`src/core/uecm_defs.vh`:
```
`ifndef UECM_DEFS_VH
`define UECM_DEFS_VH

// Register indices; the byte address is four times the index.
`define UECM_IDX_ENDPOINT0_COUNT       8'h41
`define UECM_IDX_ENDPOINT1_COUNT       8'h43
`define UECM_IDX_ENDPOINT0_MODE_STATUS 8'h44
`define UECM_IDX_ENDPOINT2_COUNT       8'h45
`define UECM_IDX_INT_STATUS            8'h48
`define UECM_IDX_INT_MASK              8'h49

// Count register fields.
`define UECM_CNT_TOGGLE_BIT            7
`define UECM_CNT_VALID_BIT             6
`define UECM_CNT_CRC_BYTES             4'h2

// Mode/status register fields.
`define UECM_MODE_SETUP_BIT            7
`define UECM_MODE_IN_BIT               6
`define UECM_MODE_OUT_BIT              5
`define UECM_MODE_ACK_BIT              4

// Interrupt status bit positions.
`define UECM_INT_SETUP                 0
`define UECM_INT_IN                    1
`define UECM_INT_OUT                   2
`define UECM_INT_ACK                   3
`define UECM_INT_EP1_RX                4
`define UECM_INT_EP2_RX                5
`define UECM_INT_REFUSED               6

// Transaction kinds reported by the protocol engine.
`define UECM_KIND_OUT                  2'h0
`define UECM_KIND_IN                   2'h1
`define UECM_KIND_SETUP                2'h2

// Reset values and bus responses.
`define UECM_RST_REG                   8'h00
`define UECM_RESP_OKAY                 2'h0
`define UECM_RESP_SLVERR               2'h2

`endif

```
`src/core/uecm_count_reg.v`:
```
`timescale 1ns/1ps
`default_nettype none
`include "uecm_defs.vh"

module uecm_count_reg #(
   parameter LOCKABLE = 1
) (
   input  wire       mclk,       // System clock.
   input  wire       resetn,     // Synchronous reset, active low.
   input  wire       cpu_wr,     // Processor write pulse.
   input  wire       cpu_rd,     // Processor read pulse.
   input  wire [7:0] cpu_wdata,  // Processor write data.
   input  wire       pe_wr,      // Engine update pulse after OUT/SETUP data.
   input  wire       pe_toggle,  // Received data toggle.
   input  wire       pe_good,    // Received data had no error.
   input  wire [3:0] pe_len,     // Received data bytes.
   output reg  [7:0] value,      // Register contents.
   output wire       refused     // Processor write dropped this cycle.
);

   reg        locked;
   wire [3:0] rx_total;

   assign rx_total = pe_len + `UECM_CNT_CRC_BYTES;
   // The engine has priority, so a write colliding with an update is lost too.
   assign refused  = cpu_wr & (locked | pe_wr);

   // Engine updates win over processor writes; firmware reads clear the lock.
   always @(posedge mclk) begin
      if (!resetn) begin
         value  <= `UECM_RST_REG;
         locked <= 1'b0;
      end else if (pe_wr) begin
         value  <= {pe_toggle, pe_good, 2'b00, rx_total};
         locked <= (LOCKABLE != 0);
      end else begin
         if (cpu_wr && !locked) begin
            value <= cpu_wdata;
         end
         if (cpu_rd) begin
            locked <= 1'b0;
         end
      end
   end

endmodule // uecm_count_reg
`default_nettype wire

```
`src/core/uecm_axil_slave.v`:
```
`timescale 1ns/1ps
`default_nettype none
`include "uecm_defs.vh"

module uecm_axil_slave #(
   parameter AW = 12
) (
   input  wire          mclk,          // System clock.
   input  wire          resetn,        // Synchronous reset, active low.
   input  wire [AW-1:0] s_axi_awaddr,  // Write address.
   input  wire          s_axi_awvalid, // Write address valid.
   output reg           s_axi_awready, // Write address ready.
   input  wire [31:0]   s_axi_wdata,   // Write data.
   input  wire [3:0]    s_axi_wstrb,   // Write strobes.
   input  wire          s_axi_wvalid,  // Write data valid.
   output reg           s_axi_wready,  // Write data ready.
   output reg  [1:0]    s_axi_bresp,   // Write response.
   output reg           s_axi_bvalid,  // Write response valid.
   input  wire          s_axi_bready,  // Write response ready.
   input  wire [AW-1:0] s_axi_araddr,  // Read address.
   input  wire          s_axi_arvalid, // Read address valid.
   output reg           s_axi_arready, // Read address ready.
   output reg  [31:0]   s_axi_rdata,   // Read data.
   output reg  [1:0]    s_axi_rresp,   // Read response.
   output reg           s_axi_rvalid,  // Read data valid.
   input  wire          s_axi_rready,  // Read data ready.
   output wire          wr_en,         // One-cycle register write.
   output wire [7:0]    wr_idx,        // Register index of the write.
   output wire [7:0]    wr_data,       // Low byte of write data.
   input  wire          wr_hit,        // Write index is mapped.
   output wire          rd_en,         // One-cycle register read.
   output wire [7:0]    rd_idx,        // Register index of the read.
   input  wire [7:0]    rd_data,       // Read value for rd_idx.
   input  wire          rd_hit         // Read index is mapped.
);

   reg [AW-1:0] aw_addr;
   reg [7:0]    w_data;
   reg          w_lane0;

   // Address and data are held until both arrived; ready low means held.
   assign wr_en   = !s_axi_awready & !s_axi_wready & !s_axi_bvalid;
   assign wr_idx  = aw_addr[9:2];
   assign wr_data = w_lane0 ? w_data : 8'h00;
   assign rd_en   = s_axi_arvalid & s_axi_arready;
   assign rd_idx  = s_axi_araddr[9:2];

   // Write channel; a write without byte lane zero stores zero.
   always @(posedge mclk) begin
      if (!resetn) begin
         s_axi_awready <= 1'b1;
         s_axi_wready  <= 1'b1;
         s_axi_bvalid  <= 1'b0;
         s_axi_bresp   <= `UECM_RESP_OKAY;
         aw_addr       <= {AW{1'b0}};
         w_data        <= 8'h00;
         w_lane0       <= 1'b0;
      end else begin
         if (s_axi_awvalid && s_axi_awready) begin
            s_axi_awready <= 1'b0;
            aw_addr       <= s_axi_awaddr;
         end
         if (s_axi_wvalid && s_axi_wready) begin
            s_axi_wready <= 1'b0;
            w_data       <= s_axi_wdata[7:0];
            w_lane0      <= s_axi_wstrb[0];
         end
         if (wr_en) begin
            s_axi_bvalid <= 1'b1;
            s_axi_bresp  <= wr_hit ? `UECM_RESP_OKAY : `UECM_RESP_SLVERR;
         end
         if (s_axi_bvalid && s_axi_bready) begin
            s_axi_bvalid  <= 1'b0;
            s_axi_awready <= 1'b1;
            s_axi_wready  <= 1'b1;
         end
      end
   end

   // Read channel; data is captured at the address handshake.
   always @(posedge mclk) begin
      if (!resetn) begin
         s_axi_arready <= 1'b1;
         s_axi_rvalid  <= 1'b0;
         s_axi_rdata   <= 32'h00000000;
         s_axi_rresp   <= `UECM_RESP_OKAY;
      end else if (rd_en) begin
         s_axi_arready <= 1'b0;
         s_axi_rvalid  <= 1'b1;
         s_axi_rdata   <= {24'h000000, rd_data};
         s_axi_rresp   <= rd_hit ? `UECM_RESP_OKAY : `UECM_RESP_SLVERR;
      end else if (s_axi_rvalid && s_axi_rready) begin
         s_axi_rvalid  <= 1'b0;
         s_axi_arready <= 1'b1;
      end
   end

endmodule // uecm_axil_slave
`default_nettype wire

```
`src/core/uecm_top.v`:
```
// The AXI4-Lite register port was decided locally.
`timescale 1ns/1ps
`default_nettype none
`include "uecm_defs.vh"

module uecm_top #(
   parameter AW = 12
) (
   input  wire          mclk,            // System clock, 40 MHz.
   input  wire          resetn,          // Synchronous reset, active low.
   // Register bus.
   input  wire [AW-1:0] s_axi_awaddr,    // Write address.
   input  wire          s_axi_awvalid,   // Write address valid.
   output wire          s_axi_awready,   // Write address ready.
   input  wire [31:0]   s_axi_wdata,     // Write data.
   input  wire [3:0]    s_axi_wstrb,     // Write strobes.
   input  wire          s_axi_wvalid,    // Write data valid.
   output wire          s_axi_wready,    // Write data ready.
   output wire [1:0]    s_axi_bresp,     // Write response.
   output wire          s_axi_bvalid,    // Write response valid.
   input  wire          s_axi_bready,    // Write response ready.
   input  wire [AW-1:0] s_axi_araddr,    // Read address.
   input  wire          s_axi_arvalid,   // Read address valid.
   output wire          s_axi_arready,   // Read address ready.
   output wire [31:0]   s_axi_rdata,     // Read data.
   output wire [1:0]    s_axi_rresp,     // Read response.
   output wire          s_axi_rvalid,    // Read data valid.
   input  wire          s_axi_rready,    // Read data ready.
   // Protocol engine side, same clock.
   input  wire [1:0]    pe_ep,           // Endpoint of the current event.
   input  wire          pe_rx_done,      // OUT/SETUP data packet finished.
   input  wire          pe_rx_setup,     // Finished packet was SETUP data.
   input  wire          pe_rx_toggle,    // Received data toggle.
   input  wire          pe_rx_good,      // No CRC, stuffing or PID error.
   input  wire [3:0]    pe_rx_len,       // Received data bytes, zero to eight.
   input  wire          pe_txn_ack,      // Transaction ended with ACK.
   input  wire [1:0]    pe_txn_kind,     // Kind of the acknowledged transaction.
   input  wire          pe_ctrl_wr_end,  // Control write data phase ended.
   input  wire          pe_mode_wr,      // Engine writes the control mode field.
   input  wire [3:0]    pe_mode_data,    // Mode value from the engine.
   output wire [2:0]    tx_toggle,       // Toggle to send per endpoint.
   output wire [11:0]   tx_count,        // IN byte count per endpoint.
   output wire [3:0]    ctrl_mode,       // Control endpoint mode field.
   output wire          ctrl_buf_wr_block, // Data buffer writes blocked.
   output reg           irq              // Level interrupt.
);

   localparam NEP = 3;

   wire         wr_en;
   wire [7:0]   wr_idx;
   wire [7:0]   wr_data;
   reg          wr_hit;
   wire         rd_en;
   wire [7:0]   rd_idx;
   reg  [7:0]   rd_data;
   reg          rd_hit;

   wire [7:0]   cnt_val  [0:NEP-1];
   wire [NEP-1:0] cnt_refused;
   wire [NEP-1:0] cnt_pe_wr;

   reg  [3:0]   mode;
   reg          flag_setup;
   reg          flag_in;
   reg          flag_out;
   reg          flag_ack;
   reg          mode_locked;
   reg          setup_hold;
   reg  [7:0]   int_status;
   reg  [7:0]   int_mask;

   wire         is_ctrl;
   wire         setup_evt;
   wire         in_evt;
   wire         out_evt;
   wire         ack_evt;
   wire         flag_evt;
   wire         mode_wr_req;
   wire         mode_wr_ok;
   wire         mode_refused;
   wire         mode_rd;
   wire [7:0]   mode_reg;
   wire [7:0]   next_int_status;
   wire [7:0]   int_events;

   uecm_axil_slave #(
      .AW (AW)
   ) u_bus (
      .mclk          (mclk),
      .resetn        (resetn),
      .s_axi_awaddr  (s_axi_awaddr),
      .s_axi_awvalid (s_axi_awvalid),
      .s_axi_awready (s_axi_awready),
      .s_axi_wdata   (s_axi_wdata),
      .s_axi_wstrb   (s_axi_wstrb),
      .s_axi_wvalid  (s_axi_wvalid),
      .s_axi_wready  (s_axi_wready),
      .s_axi_bresp   (s_axi_bresp),
      .s_axi_bvalid  (s_axi_bvalid),
      .s_axi_bready  (s_axi_bready),
      .s_axi_araddr  (s_axi_araddr),
      .s_axi_arvalid (s_axi_arvalid),
      .s_axi_arready (s_axi_arready),
      .s_axi_rdata   (s_axi_rdata),
      .s_axi_rresp   (s_axi_rresp),
      .s_axi_rvalid  (s_axi_rvalid),
      .s_axi_rready  (s_axi_rready),
      .wr_en         (wr_en),
      .wr_idx        (wr_idx),
      .wr_data       (wr_data),
      .wr_hit        (wr_hit),
      .rd_en         (rd_en),
      .rd_idx        (rd_idx),
      .rd_data       (rd_data),
      .rd_hit        (rd_hit)
   );

   // One count register per endpoint; only the control endpoint has a lock.
   genvar gi;
   generate
      for (gi = 0; gi < NEP; gi = gi + 1) begin : g_cnt
         // The index is a constant per endpoint; a process with no inputs would never run.
         localparam [7:0] CIDX = (gi == 0) ? `UECM_IDX_ENDPOINT0_COUNT :
                                 (gi == 1) ? `UECM_IDX_ENDPOINT1_COUNT : `UECM_IDX_ENDPOINT2_COUNT;
         assign cnt_pe_wr[gi] = pe_rx_done & (pe_ep == gi);
         uecm_count_reg #(
            .LOCKABLE ((gi == 0) ? 1 : 0)
         ) u_cnt (
            .mclk      (mclk),
            .resetn    (resetn),
            .cpu_wr    (wr_en & (wr_idx == CIDX)),
            .cpu_rd    (rd_en & (rd_idx == CIDX)),
            .cpu_wdata (wr_data),
            .pe_wr     (cnt_pe_wr[gi]),
            .pe_toggle (pe_rx_toggle),
            .pe_good   (pe_rx_good),
            .pe_len    (pe_rx_len),
            .value     (cnt_val[gi]),
            .refused   (cnt_refused[gi])
         );
         // The engine reads the firmware toggle and count for IN data.
         assign tx_toggle[gi]        = cnt_val[gi][`UECM_CNT_TOGGLE_BIT];
         assign tx_count[4*gi+3:4*gi] = cnt_val[gi][3:0];
      end
   endgenerate

   // Control endpoint events decoded from the engine's report.
   assign is_ctrl   = (pe_ep == 2'h0);
   assign setup_evt = is_ctrl & pe_rx_done & pe_rx_setup & pe_rx_good;
   assign in_evt    = is_ctrl & pe_txn_ack & (pe_txn_kind == `UECM_KIND_IN);
   assign out_evt   = is_ctrl & pe_txn_ack & (pe_txn_kind == `UECM_KIND_OUT);
   assign ack_evt   = is_ctrl & pe_txn_ack;
   assign flag_evt  = setup_evt | in_evt | out_evt | ack_evt;

   // A processor write only lands while unlocked and without an engine update.
   assign mode_wr_req  = wr_en & (wr_idx == `UECM_IDX_ENDPOINT0_MODE_STATUS);
   assign mode_wr_ok   = mode_wr_req & !mode_locked & !pe_mode_wr & !flag_evt;
   assign mode_refused = mode_wr_req & !mode_wr_ok;
   assign mode_rd      = rd_en & (rd_idx == `UECM_IDX_ENDPOINT0_MODE_STATUS);
   assign mode_reg     = {flag_setup, flag_in, flag_out, flag_ack, mode};

   // Lock follows any engine update; firmware releases it by reading.
   always @(posedge mclk) begin
      if (!resetn) begin
         mode_locked <= 1'b0;
      end else if (pe_mode_wr || flag_evt) begin
         mode_locked <= 1'b1;
      end else if (mode_rd) begin
         mode_locked <= 1'b0;
      end
   end

   // Mode field: engine value wins, else an accepted firmware write.
   always @(posedge mclk) begin
      if (!resetn) begin
         mode <= 4'h0;
      end else if (pe_mode_wr) begin
         mode <= pe_mode_data;
      end else if (mode_wr_ok) begin
         mode <= wr_data[3:0];
      end
   end

   // The setup flag may not be dropped until the control write data phase ends.
   always @(posedge mclk) begin
      if (!resetn) begin
         setup_hold <= 1'b0;
      end else if (setup_evt) begin
         setup_hold <= 1'b1;
      end else if (pe_ctrl_wr_end) begin
         setup_hold <= 1'b0;
      end
   end

   // Status flags: hardware set wins over the write clear in the same cycle.
   always @(posedge mclk) begin
      if (!resetn) begin
         flag_setup <= 1'b0;
         flag_in    <= 1'b0;
         flag_out   <= 1'b0;
         flag_ack   <= 1'b0;
      end else begin
         if (setup_evt) begin
            flag_setup <= 1'b1;
         end else if (mode_wr_ok && !setup_hold) begin
            flag_setup <= 1'b0;
         end
         if (in_evt) begin
            flag_in <= 1'b1;
         end else if (mode_wr_ok) begin
            flag_in <= 1'b0;
         end
         if (out_evt) begin
            flag_out <= 1'b1;
         end else if (mode_wr_ok) begin
            flag_out <= 1'b0;
         end
         if (ack_evt) begin
            flag_ack <= 1'b1;
         end else if (mode_wr_ok) begin
            flag_ack <= 1'b0;
         end
      end
   end

   // The data buffer owner sees the guard straight from the setup flag.
   assign ctrl_buf_wr_block = flag_setup;
   assign ctrl_mode         = mode;

   // Interrupt sources; the refused bit tells firmware to read and retry.
   assign int_events[`UECM_INT_SETUP]   = setup_evt;
   assign int_events[`UECM_INT_IN]      = in_evt;
   assign int_events[`UECM_INT_OUT]     = out_evt;
   assign int_events[`UECM_INT_ACK]     = ack_evt;
   assign int_events[`UECM_INT_EP1_RX]  = cnt_pe_wr[1];
   assign int_events[`UECM_INT_EP2_RX]  = cnt_pe_wr[2];
   assign int_events[`UECM_INT_REFUSED] = mode_refused | cnt_refused[0];
   assign int_events[7]                 = 1'b0;

   // Write one to clear; a new event in the same cycle keeps its bit set.
   assign next_int_status = (int_status &
                             ~((wr_en && wr_idx == `UECM_IDX_INT_STATUS) ? wr_data : 8'h00))
                            | int_events;

   always @(posedge mclk) begin
      if (!resetn) begin
         int_status <= 8'h00;
         int_mask   <= 8'h00;
         irq        <= 1'b0;
      end else begin
         int_status <= next_int_status;
         if (wr_en && wr_idx == `UECM_IDX_INT_MASK) begin
            int_mask <= wr_data;
         end
         irq <= |(next_int_status & int_mask);
      end
   end

   // Write decode; unmapped indices answer with a slave error.
   always @* begin
      case (wr_idx)
         `UECM_IDX_ENDPOINT0_COUNT,
         `UECM_IDX_ENDPOINT1_COUNT,
         `UECM_IDX_ENDPOINT0_MODE_STATUS,
         `UECM_IDX_ENDPOINT2_COUNT,
         `UECM_IDX_INT_STATUS,
         `UECM_IDX_INT_MASK: wr_hit = 1'b1;
         default: wr_hit = 1'b0;
      endcase
   end

   // Read mux; unmapped indices read zero with a slave error.
   always @* begin
      rd_hit = 1'b1;
      case (rd_idx)
         `UECM_IDX_ENDPOINT0_COUNT:       rd_data = cnt_val[0];
         `UECM_IDX_ENDPOINT1_COUNT:       rd_data = cnt_val[1];
         `UECM_IDX_ENDPOINT0_MODE_STATUS: rd_data = mode_reg;
         `UECM_IDX_ENDPOINT2_COUNT:       rd_data = cnt_val[2];
         `UECM_IDX_INT_STATUS:            rd_data = int_status;
         `UECM_IDX_INT_MASK:              rd_data = int_mask;
         default: begin
            rd_data = 8'h00;
            rd_hit  = 1'b0;
         end
      endcase
   end

endmodule // uecm_top
`default_nettype wire

```
`config.mk`:
```
export PLATFORM = sky130hd
export DESIGN_NAME = uecm_top
export DESIGN_NICKNAME = d
export VERILOG_FILES = /design/src/core/uecm_count_reg.v /design/src/core/uecm_axil_slave.v /design/src/core/uecm_top.v
export VERILOG_INCLUDE_DIRS = /design/src /design/src/core
export SDC_FILE = /design/constraint.sdc
export NUM_CORES = 1
export LEC_CHECK = 0
export ABC_AREA = 1
export ABC_CLOCK_PERIOD_IN_PS = 4000
export BUFFER_PORTS_ARGS = -buffer_cell sky130_fd_sc_hd__buf_2
export CAP_MARGIN = 25
export CORE_ASPECT_RATIO = 1.5
export CORE_UTILIZATION = 54
export DETAILED_ROUTE_END_ITERATION = 7
export PLACE_DENSITY = 0.85
export SYNTH_ARGS = -nofsm -noshare
export SYNTH_HDL_FRONTEND = slang
export SYNTH_SLANG_ARGS = --single-unit
```
`constraint.sdc`:
```
create_clock -name mclk -period 4 [get_ports mclk]
set_clock_uncertainty 0.2 [all_clocks]
set_input_delay 0.4 -clock mclk [delete_from_list [all_inputs] [get_ports mclk]]
set_output_delay 0.4 -clock mclk [all_outputs]
set_load 0.05 [all_outputs]
```
# After elaboration in Yosys (flattened, before gate mapping)
# Cells that the tools add are included.
word_totals:
  regBits: 88
  input_bits: 86
  output_inout_bits: 62
  elab_cells: 146
op_classes:
  n_addsub: 1
  eq_ne: 15
  muxes: 31
  bitwise_logic: 32
  reduce_logical: 39
ops:
  columns: ["cell", "n"]
  rows:
  - ["$eq A8 B7 Y1 const B", 12]
  - ["$mux W8", 8]
  - ["$pmux W8 S6", 1]
  - ["$reduce_bool A2 Y1", 12]
  - ["$and A1 B1 Y1", 22]
  - ["$mux W1", 18]
  - ["$and A8 B8 Y8", 2]
  - ["$reduce_or A6 Y1", 2]
  - ["$logic_not A1 Y1", 9]
  - ["$logic_and A1 B1 Y1", 8]
  - ["$mux W4", 2]
  - ["$not A8 Y8", 1]
  - ["$or A8 B7 Y8", 1]
  - ["$reduce_or A2 Y1", 4]
  - ["$reduce_or A8 Y1", 1]
  - ["$or A1 B1 Y1", 5]
  - ["$add A4 B2 Y4 const B", 1]
  - ["$eq A2 B1 Y1 const B", 2]
  - ["$logic_not A2 Y1", 2]
  - ["$mux W2", 2]
  - ["$eq A2 B2 Y1 const B", 1]
  - ["$logic_or A1 B1 Y1", 1]
  - ["$not A1 Y1", 1]

# Logic depth before layout (Yosys ltp)
logic_depth:
  ltp_word: 15
  depth_mapped: 13
  mapped_depth_nobuf: 13

# By module
# From an unflattened synthesis, not the netlist that was laid out.
hier_totals:
  cells_unflattened: 672
  hier_area_um2: 4642.0
by_module_without_submodules:
  columns: ["mod", "instances", "cells_each", "area_per_inst_um2", "seq_area_each_um2"]
  rows:
  - ["uecm_top", 1, 280, 1818.0, 540.5]
  - ["uecm_axil_slave", 1, 197, 1472.7, 640.6]
  - ["uecm_count_reg (g_cnt[1].u_cnt ...)", 2, 62, 432.9, 160.2]
  - ["uecm_count_reg (g_cnt[0].u_cnt)", 1, 71, 485.5, 180.2]

# Least setup slack after synthesis
# OpenSTA, ideal clock, no wires.
synth_timing:
  path_type: "register to register"
  from: "register u_bus.s_axi_awready"
  to: "register irq"
  setup_ps: 113
  t_arrival_ps: 1559
  required_time_ps: 3687
  path_slack_ps: 2129
  path_stages_with_launch: 12
  n_path_buf: 1
  synth_period_minus_slack_ps: 1871
  path_cell_list: "dfxtp_1 nor3_4 buf_6 nand3_1 nand2_1 nand2_1 nand2_1 nand2_1 nor2_1 nand2_1 nand2_1 nand2_1"
synth_between:
  elab_chain_len: 13
  word_cells_on_any_way: 19
  cone_classes: "1 x mux; 14 x bitwise; 4 x reduce/logical"
synth_lines:
  columns: ["item", "line", "text"]
  rows:
  - ["start, declared", "uecm_axil_slave.v:12", "output reg s_axi_awready,"]
  - ["start signal, assigned", "uecm_axil_slave.v:51", "s_axi_awready <= 1'b1;"]
  - ["start signal, assigned", "uecm_axil_slave.v:60", "s_axi_awready <= 1'b0;"]
  - ["start signal, assigned", "uecm_axil_slave.v:74", "s_axi_awready <= 1'b1;"]
  - ["$logic_not A1 Y1 *", "uecm_axil_slave.v:42", "assign wr_en = !s_axi_awready & !s_axi_wready & !s_axi_bvalid;"]
  - ["$and A1 B1 Y1 * (2 in a row)", "uecm_axil_slave.v:42", null]
  - ["$and A1 B1 Y1", "uecm_top.v:157", "assign mode_wr_req = wr_en & (wr_idx == `UECM_IDX_ENDPOINT0_MODE_STATUS);"]
  - ["$and A1 B1 Y1 (3 in a row)", "uecm_top.v:158", "assign mode_wr_ok = mode_wr_req & !mode_locked & !pe_mode_wr & !flag_evt;"]
  - ["$logic_not A1 Y1", "uecm_top.v:159", "assign mode_refused = mode_wr_req & !mode_wr_ok;"]
  - ["$and A1 B1 Y1", "uecm_top.v:159", null]
  - ["$or A1 B1 Y1", "uecm_top.v:238", "assign int_events[`UECM_INT_REFUSED] = mode_refused | cnt_refused[0];"]
  - ["$or A8 B7 Y8 *", "uecm_top.v:242", "assign next_int_status = (int_status &"]
  - ["$and A8 B8 Y8 *", "uecm_top.v:256", "irq <= |(next_int_status & int_mask);"]
  - ["$reduce_or A8 Y1 *", "uecm_top.v:256", null]
  - ["end signal, assigned", "uecm_top.v:256", null]
  - ["end, declared", "uecm_top.v:45", "output reg irq"]
# Every way passes the cells marked *; elsewhere a longest branch is shown, timed or not.
# A chain may end at the register's enable or synchronous reset.

# Worst setup path after layout
layout_timing:
  from: "register u_bus.s_axi_awready"
  to: "register g_cnt[2].u_cnt.value[7]"
layout_between:
  elab_chain_len: 5
layout_lines:
  columns: ["item", "line", "text"]
  rows:
  - ["$logic_not A1 Y1", "uecm_axil_slave.v:42", null]
  - ["$and A1 B1 Y1 (2 in a row)", "uecm_axil_slave.v:42", null]
  - ["$and A1 B1 Y1", "uecm_top.v:132", ".cpu_wr (wr_en & (wr_idx == CIDX)),"]
  - ["$reduce_bool A2 Y1 (no line)", null, null]
  - ["end signal, assigned", "uecm_count_reg.v:31", "value <= `UECM_RST_REG;"]
  - ["end signal, assigned", "uecm_count_reg.v:34", "value <= {pe_toggle, pe_good, 2'b00, rx_total};"]
  - ["end signal, assigned", "uecm_count_reg.v:38", "value <= cpu_wdata;"]
  - ["end, declared", "uecm_count_reg.v:17", "output reg [7:0] value,"]
# Every way passes these cells.

==> impl_metrics.tcl <==
set metrics [dict create \
    place_congestion 0.982 \
    post_cts_resized 0 \
    grt_first_pass_wirelength_um 18000 \
    crit_type "reg2reg" \
    cts_max_level 3 \
    antenna_found_initial 0 \
    grt_max_degree 50 \
    clk_latency_ps 330 \
    die-height_um 110 \
    crit_path_end_kind "register" \
    die_x_um 74.2 \
    grt_use_total_pct 29.7 \
    syn_inst 605 \
    maxSlewViolCount 0 \
    io_buffer_count 86 \
    first_iter_violations 389 \
    drt_drc_violations_left 0 \
    ys_ff_latch 84 \
    syn_area_per_cell_um2 6.99 \
    fmax_ghz 0.424 \
    hpwl_um 8360 \
    cts_setup_buffers 0 \
    rr_endpoint "g_cnt[2].u_cnt.value[7]$_SDFFE_PN0P_" \
    grt_overflow 0 \
    hold_path_depth 3 \
    clock_sinks 84 \
    area_growth_pct 13.8 \
    p_leak_nw 2.25 \
    routed_wl_um 11400 \
    grt_pass1_vias 3803 \
    hold_start "s_axi_wdata[1]" \
    hold_end "u_bus.w_data[1]$_SDFFE_PN0P_" \
    fin_area_mm2 0.00481 \
    syn_area_mm2 0.00423 \
    wl_per_cell_um 14.6 \
    ff2ff_path_depth 6 \
    diodes 0 \
    path_max_fanout 18 \
    maxCapViolCount 0 \
    async_reset_ff_share_pct 0 \
    tightest_slew_ps 812 \
    reg2reg_slack_ps 1640 \
    fin_crit_sh_pct 59.0 \
    cts_tree "done" \
    cts_max_path_buffers 2 \
    num_vias 4114 \
    cts-hold-fix-buffers 0 \
    path_clk_slew_ps 60 \
    max_slew_margin_pct 45.6 \
    rows 39 \
    hp-class "in2reg" \
    dr.pass1.iters 5 \
    arrival_ps 2370 \
    peakVddDrop_uv 390 \
    core_mm2 0.00761 \
    fin_nets 758 \
    pwr_density_cell_mw_per_mm2 430 \
    cts-root-buf "clkbuf_16" \
    hold_violations 0 \
    outcome "complete, no violations" \
    via_per_inst 5.29 \
    worst_setup_path_start_kind "register" \
    fin_tns_setup_ps 0 \
    finalSetupViolCount 0 \
    ys.flop_type "dfxtp_1" \
    dieArea_mm2 0.00819 \
    start_util_pct 55.5 \
    ys_types 36 \
    r2r-start "u_bus.s_axi_awready$_SDFFE_PP1P_" \
    cp.required_ps 4010 \
    grt_setup_unrepaired "no" \
    cts_buffers 9 \
    fin_crit_ps 2360 \
    layout-drive-gt1-share_pct 18.0 \
    io_pins 148 \
    post_dp_cell_area_mm2 0.00451 \
    yosysWarnings 0 \
    ant_nets 0 \
    synth_edf_count 0 \
    ys_seq_area_share_pct 39.8 \
]
routing by layer:
layer  global-route usage, %  routed length [µm]  vias up
met2                    48.4                5380      207
met4                    22.5                 827        0
met1                    34.7                4450     1822
li1                        -                   -     2036
met5                       0                   0        -
met3                    4.36                 709       49
power by group:
group          switching, W  internal [W]
clock network      0.000325      0.000516
registers         0.0000284      0.000878
logic              0.000246     0.0000749
total              0.000600       0.00147
final cells by class:
| type | count | area (µm²) |
|---|---|---|
| inverters | 78 | 293 |
| repair buffers | 87 | 438 |
| fillers | 726 | 2800 |
| well taps | 102 | 128 |
| flip-flops and latches | 84 | 1680 |
| multi-input cells | 411 | 1970 |
| clock buffers | 12 | 256 |
| clock inverters | 4 | 47.5 |
cell usage in the layout (no fill, tap or decap), types with 2 or more instances in the layout:
cell type | synthesis | final
clkbuf_8 | 0 | 2
clkinv_2 | 0 | 2
nor3_4 | 3 | 3
conb_1 | 1 | 26
buf_2 | 1 | 86
nor3_2 | 2 | 2
nor2_2 | 5 | 5
nor3_1 | 3 | 3
nand4_1 | 5 | 5
o21ai_0 | 68 | 68
nand3_2 | 2 | 2
a31oi_1 | 9 | 9
nor2_1 | 69 | 69
or2_1 | 2 | 2
o21ai_1 | 2 | 2
nand2_2 | 4 | 4
o22ai_1 | 9 | 9
nand2_1 | 108 | 108
inv_1 | 74 | 74
nand3_1 | 24 | 24
a211oi_1 | 4 | 4
clkinv_1 | 3 | 3
a22oi_1 | 2 | 2
clkbuf_16 | 0 | 9
a21oi_1 | 55 | 55
dfxtp_1 | 84 | 84
cells by family after synthesis:
| group | Yosys count | synth area share (%) |
|---|---|---|
| AO/OA/AOI/OAI | 153 | 19.4 |
| XOR/XNOR | 1 | 0.207 |
| adder cells (fa/ha/maj) | 1 | 0.296 |
| buffers and inverters | 135 | 15.9 |
| flip-flops | 84 | 39.8 |
| other | 1 | 0.0887 |
| AND/OR/NAND/NOR | 230 | 24.3 |
stage by stage:
stage               hold WS [ps]  total power [W]  util [%]  setup WS (ps)  cells
floorplan                    229          0.00119         -           2130    630
global placement             241          0.00123      59.2           1800    762
detailed placement           248          0.00124      59.2           1720    762
CTS                          106          0.00208      63.2           1690    778
global route                 142          0.00215      63.2           1460    778
finish                       110          0.00207      63.2           1640    778
cells in the mapped netlist (2+ instances only):
cell      number  area [µm²]
a22oi_1        2        15.0
o22ai_1        9        56.3
o21ai_0       68         340
o21ai_1        2        10.0
nand2_2        4        25.0
nor2_1        69         259
a21oi_1       55         275
nor3_2         2        20.0
dfxtp_1       84        1680
or2_1          2        12.5
nor2_2         5        31.3
nand3_1       24         120
nand3_2        2        20.0
a31oi_1        9        56.3
clkinv_1       3        11.3
a211oi_1       4        30.0
nor3_4         3        48.8
nand2_1      108         405
clkbuf_1      13        48.8
nor3_1         3        15.0
nand4_1        5        31.3
inv_1         74         278
buf_4         42         315
worst max-delay path by stage:
stage	cells after the start	to	slack (ps)	startpoint
after global placement	8	u_bus.s_axi_rdata[1]$_SDFFE_PN0P_	1800	s_axi_araddr[7]
after global routing	5	int_mask[6]$_SDFFE_PN0P_	1460	u_bus.s_axi_awready$_SDFFE_PP1P_
after CTS	6	g_cnt[2].u_cnt.value[7]$_SDFFE_PN0P_	1690	u_bus.s_axi_awready$_SDFFE_PP1P_
after floorplan	11	irq$_SDFF_PN0_	2130	u_bus.s_axi_awready$_SDFFE_PP1P_
after detailed placement	6	g_cnt[2].u_cnt.value[7]$_SDFFE_PN0P_	1720	u_bus.s_axi_awready$_SDFFE_PP1P_
final	6	g_cnt[2].u_cnt.value[7]$_SDFFE_PN0P_	1640	u_bus.s_axi_awready$_SDFFE_PP1P_
state kept, by name, summed over array words and instances (netlist names), 4 cells and up:
| name | flops |
|---|---|
| ctrl_mode | 4 |
| int_mask | 8 |
| int_status | 8 |
| u_bus.w_data | 8 |
| g_cnt.u_cnt.value | 24 |
| u_bus.s_axi_rdata | 8 |
| u_bus.aw_addr | 8 |
critical path: stages (launching register included):
cell and delay, ps:
dfxtp_1 350, nor3_4 700, nand4_1 400, nand2_1 140
inv_1 150, o21ai_0 220, a21oi_1 70
No activity file was read; power rests on OpenSTA's default activity.
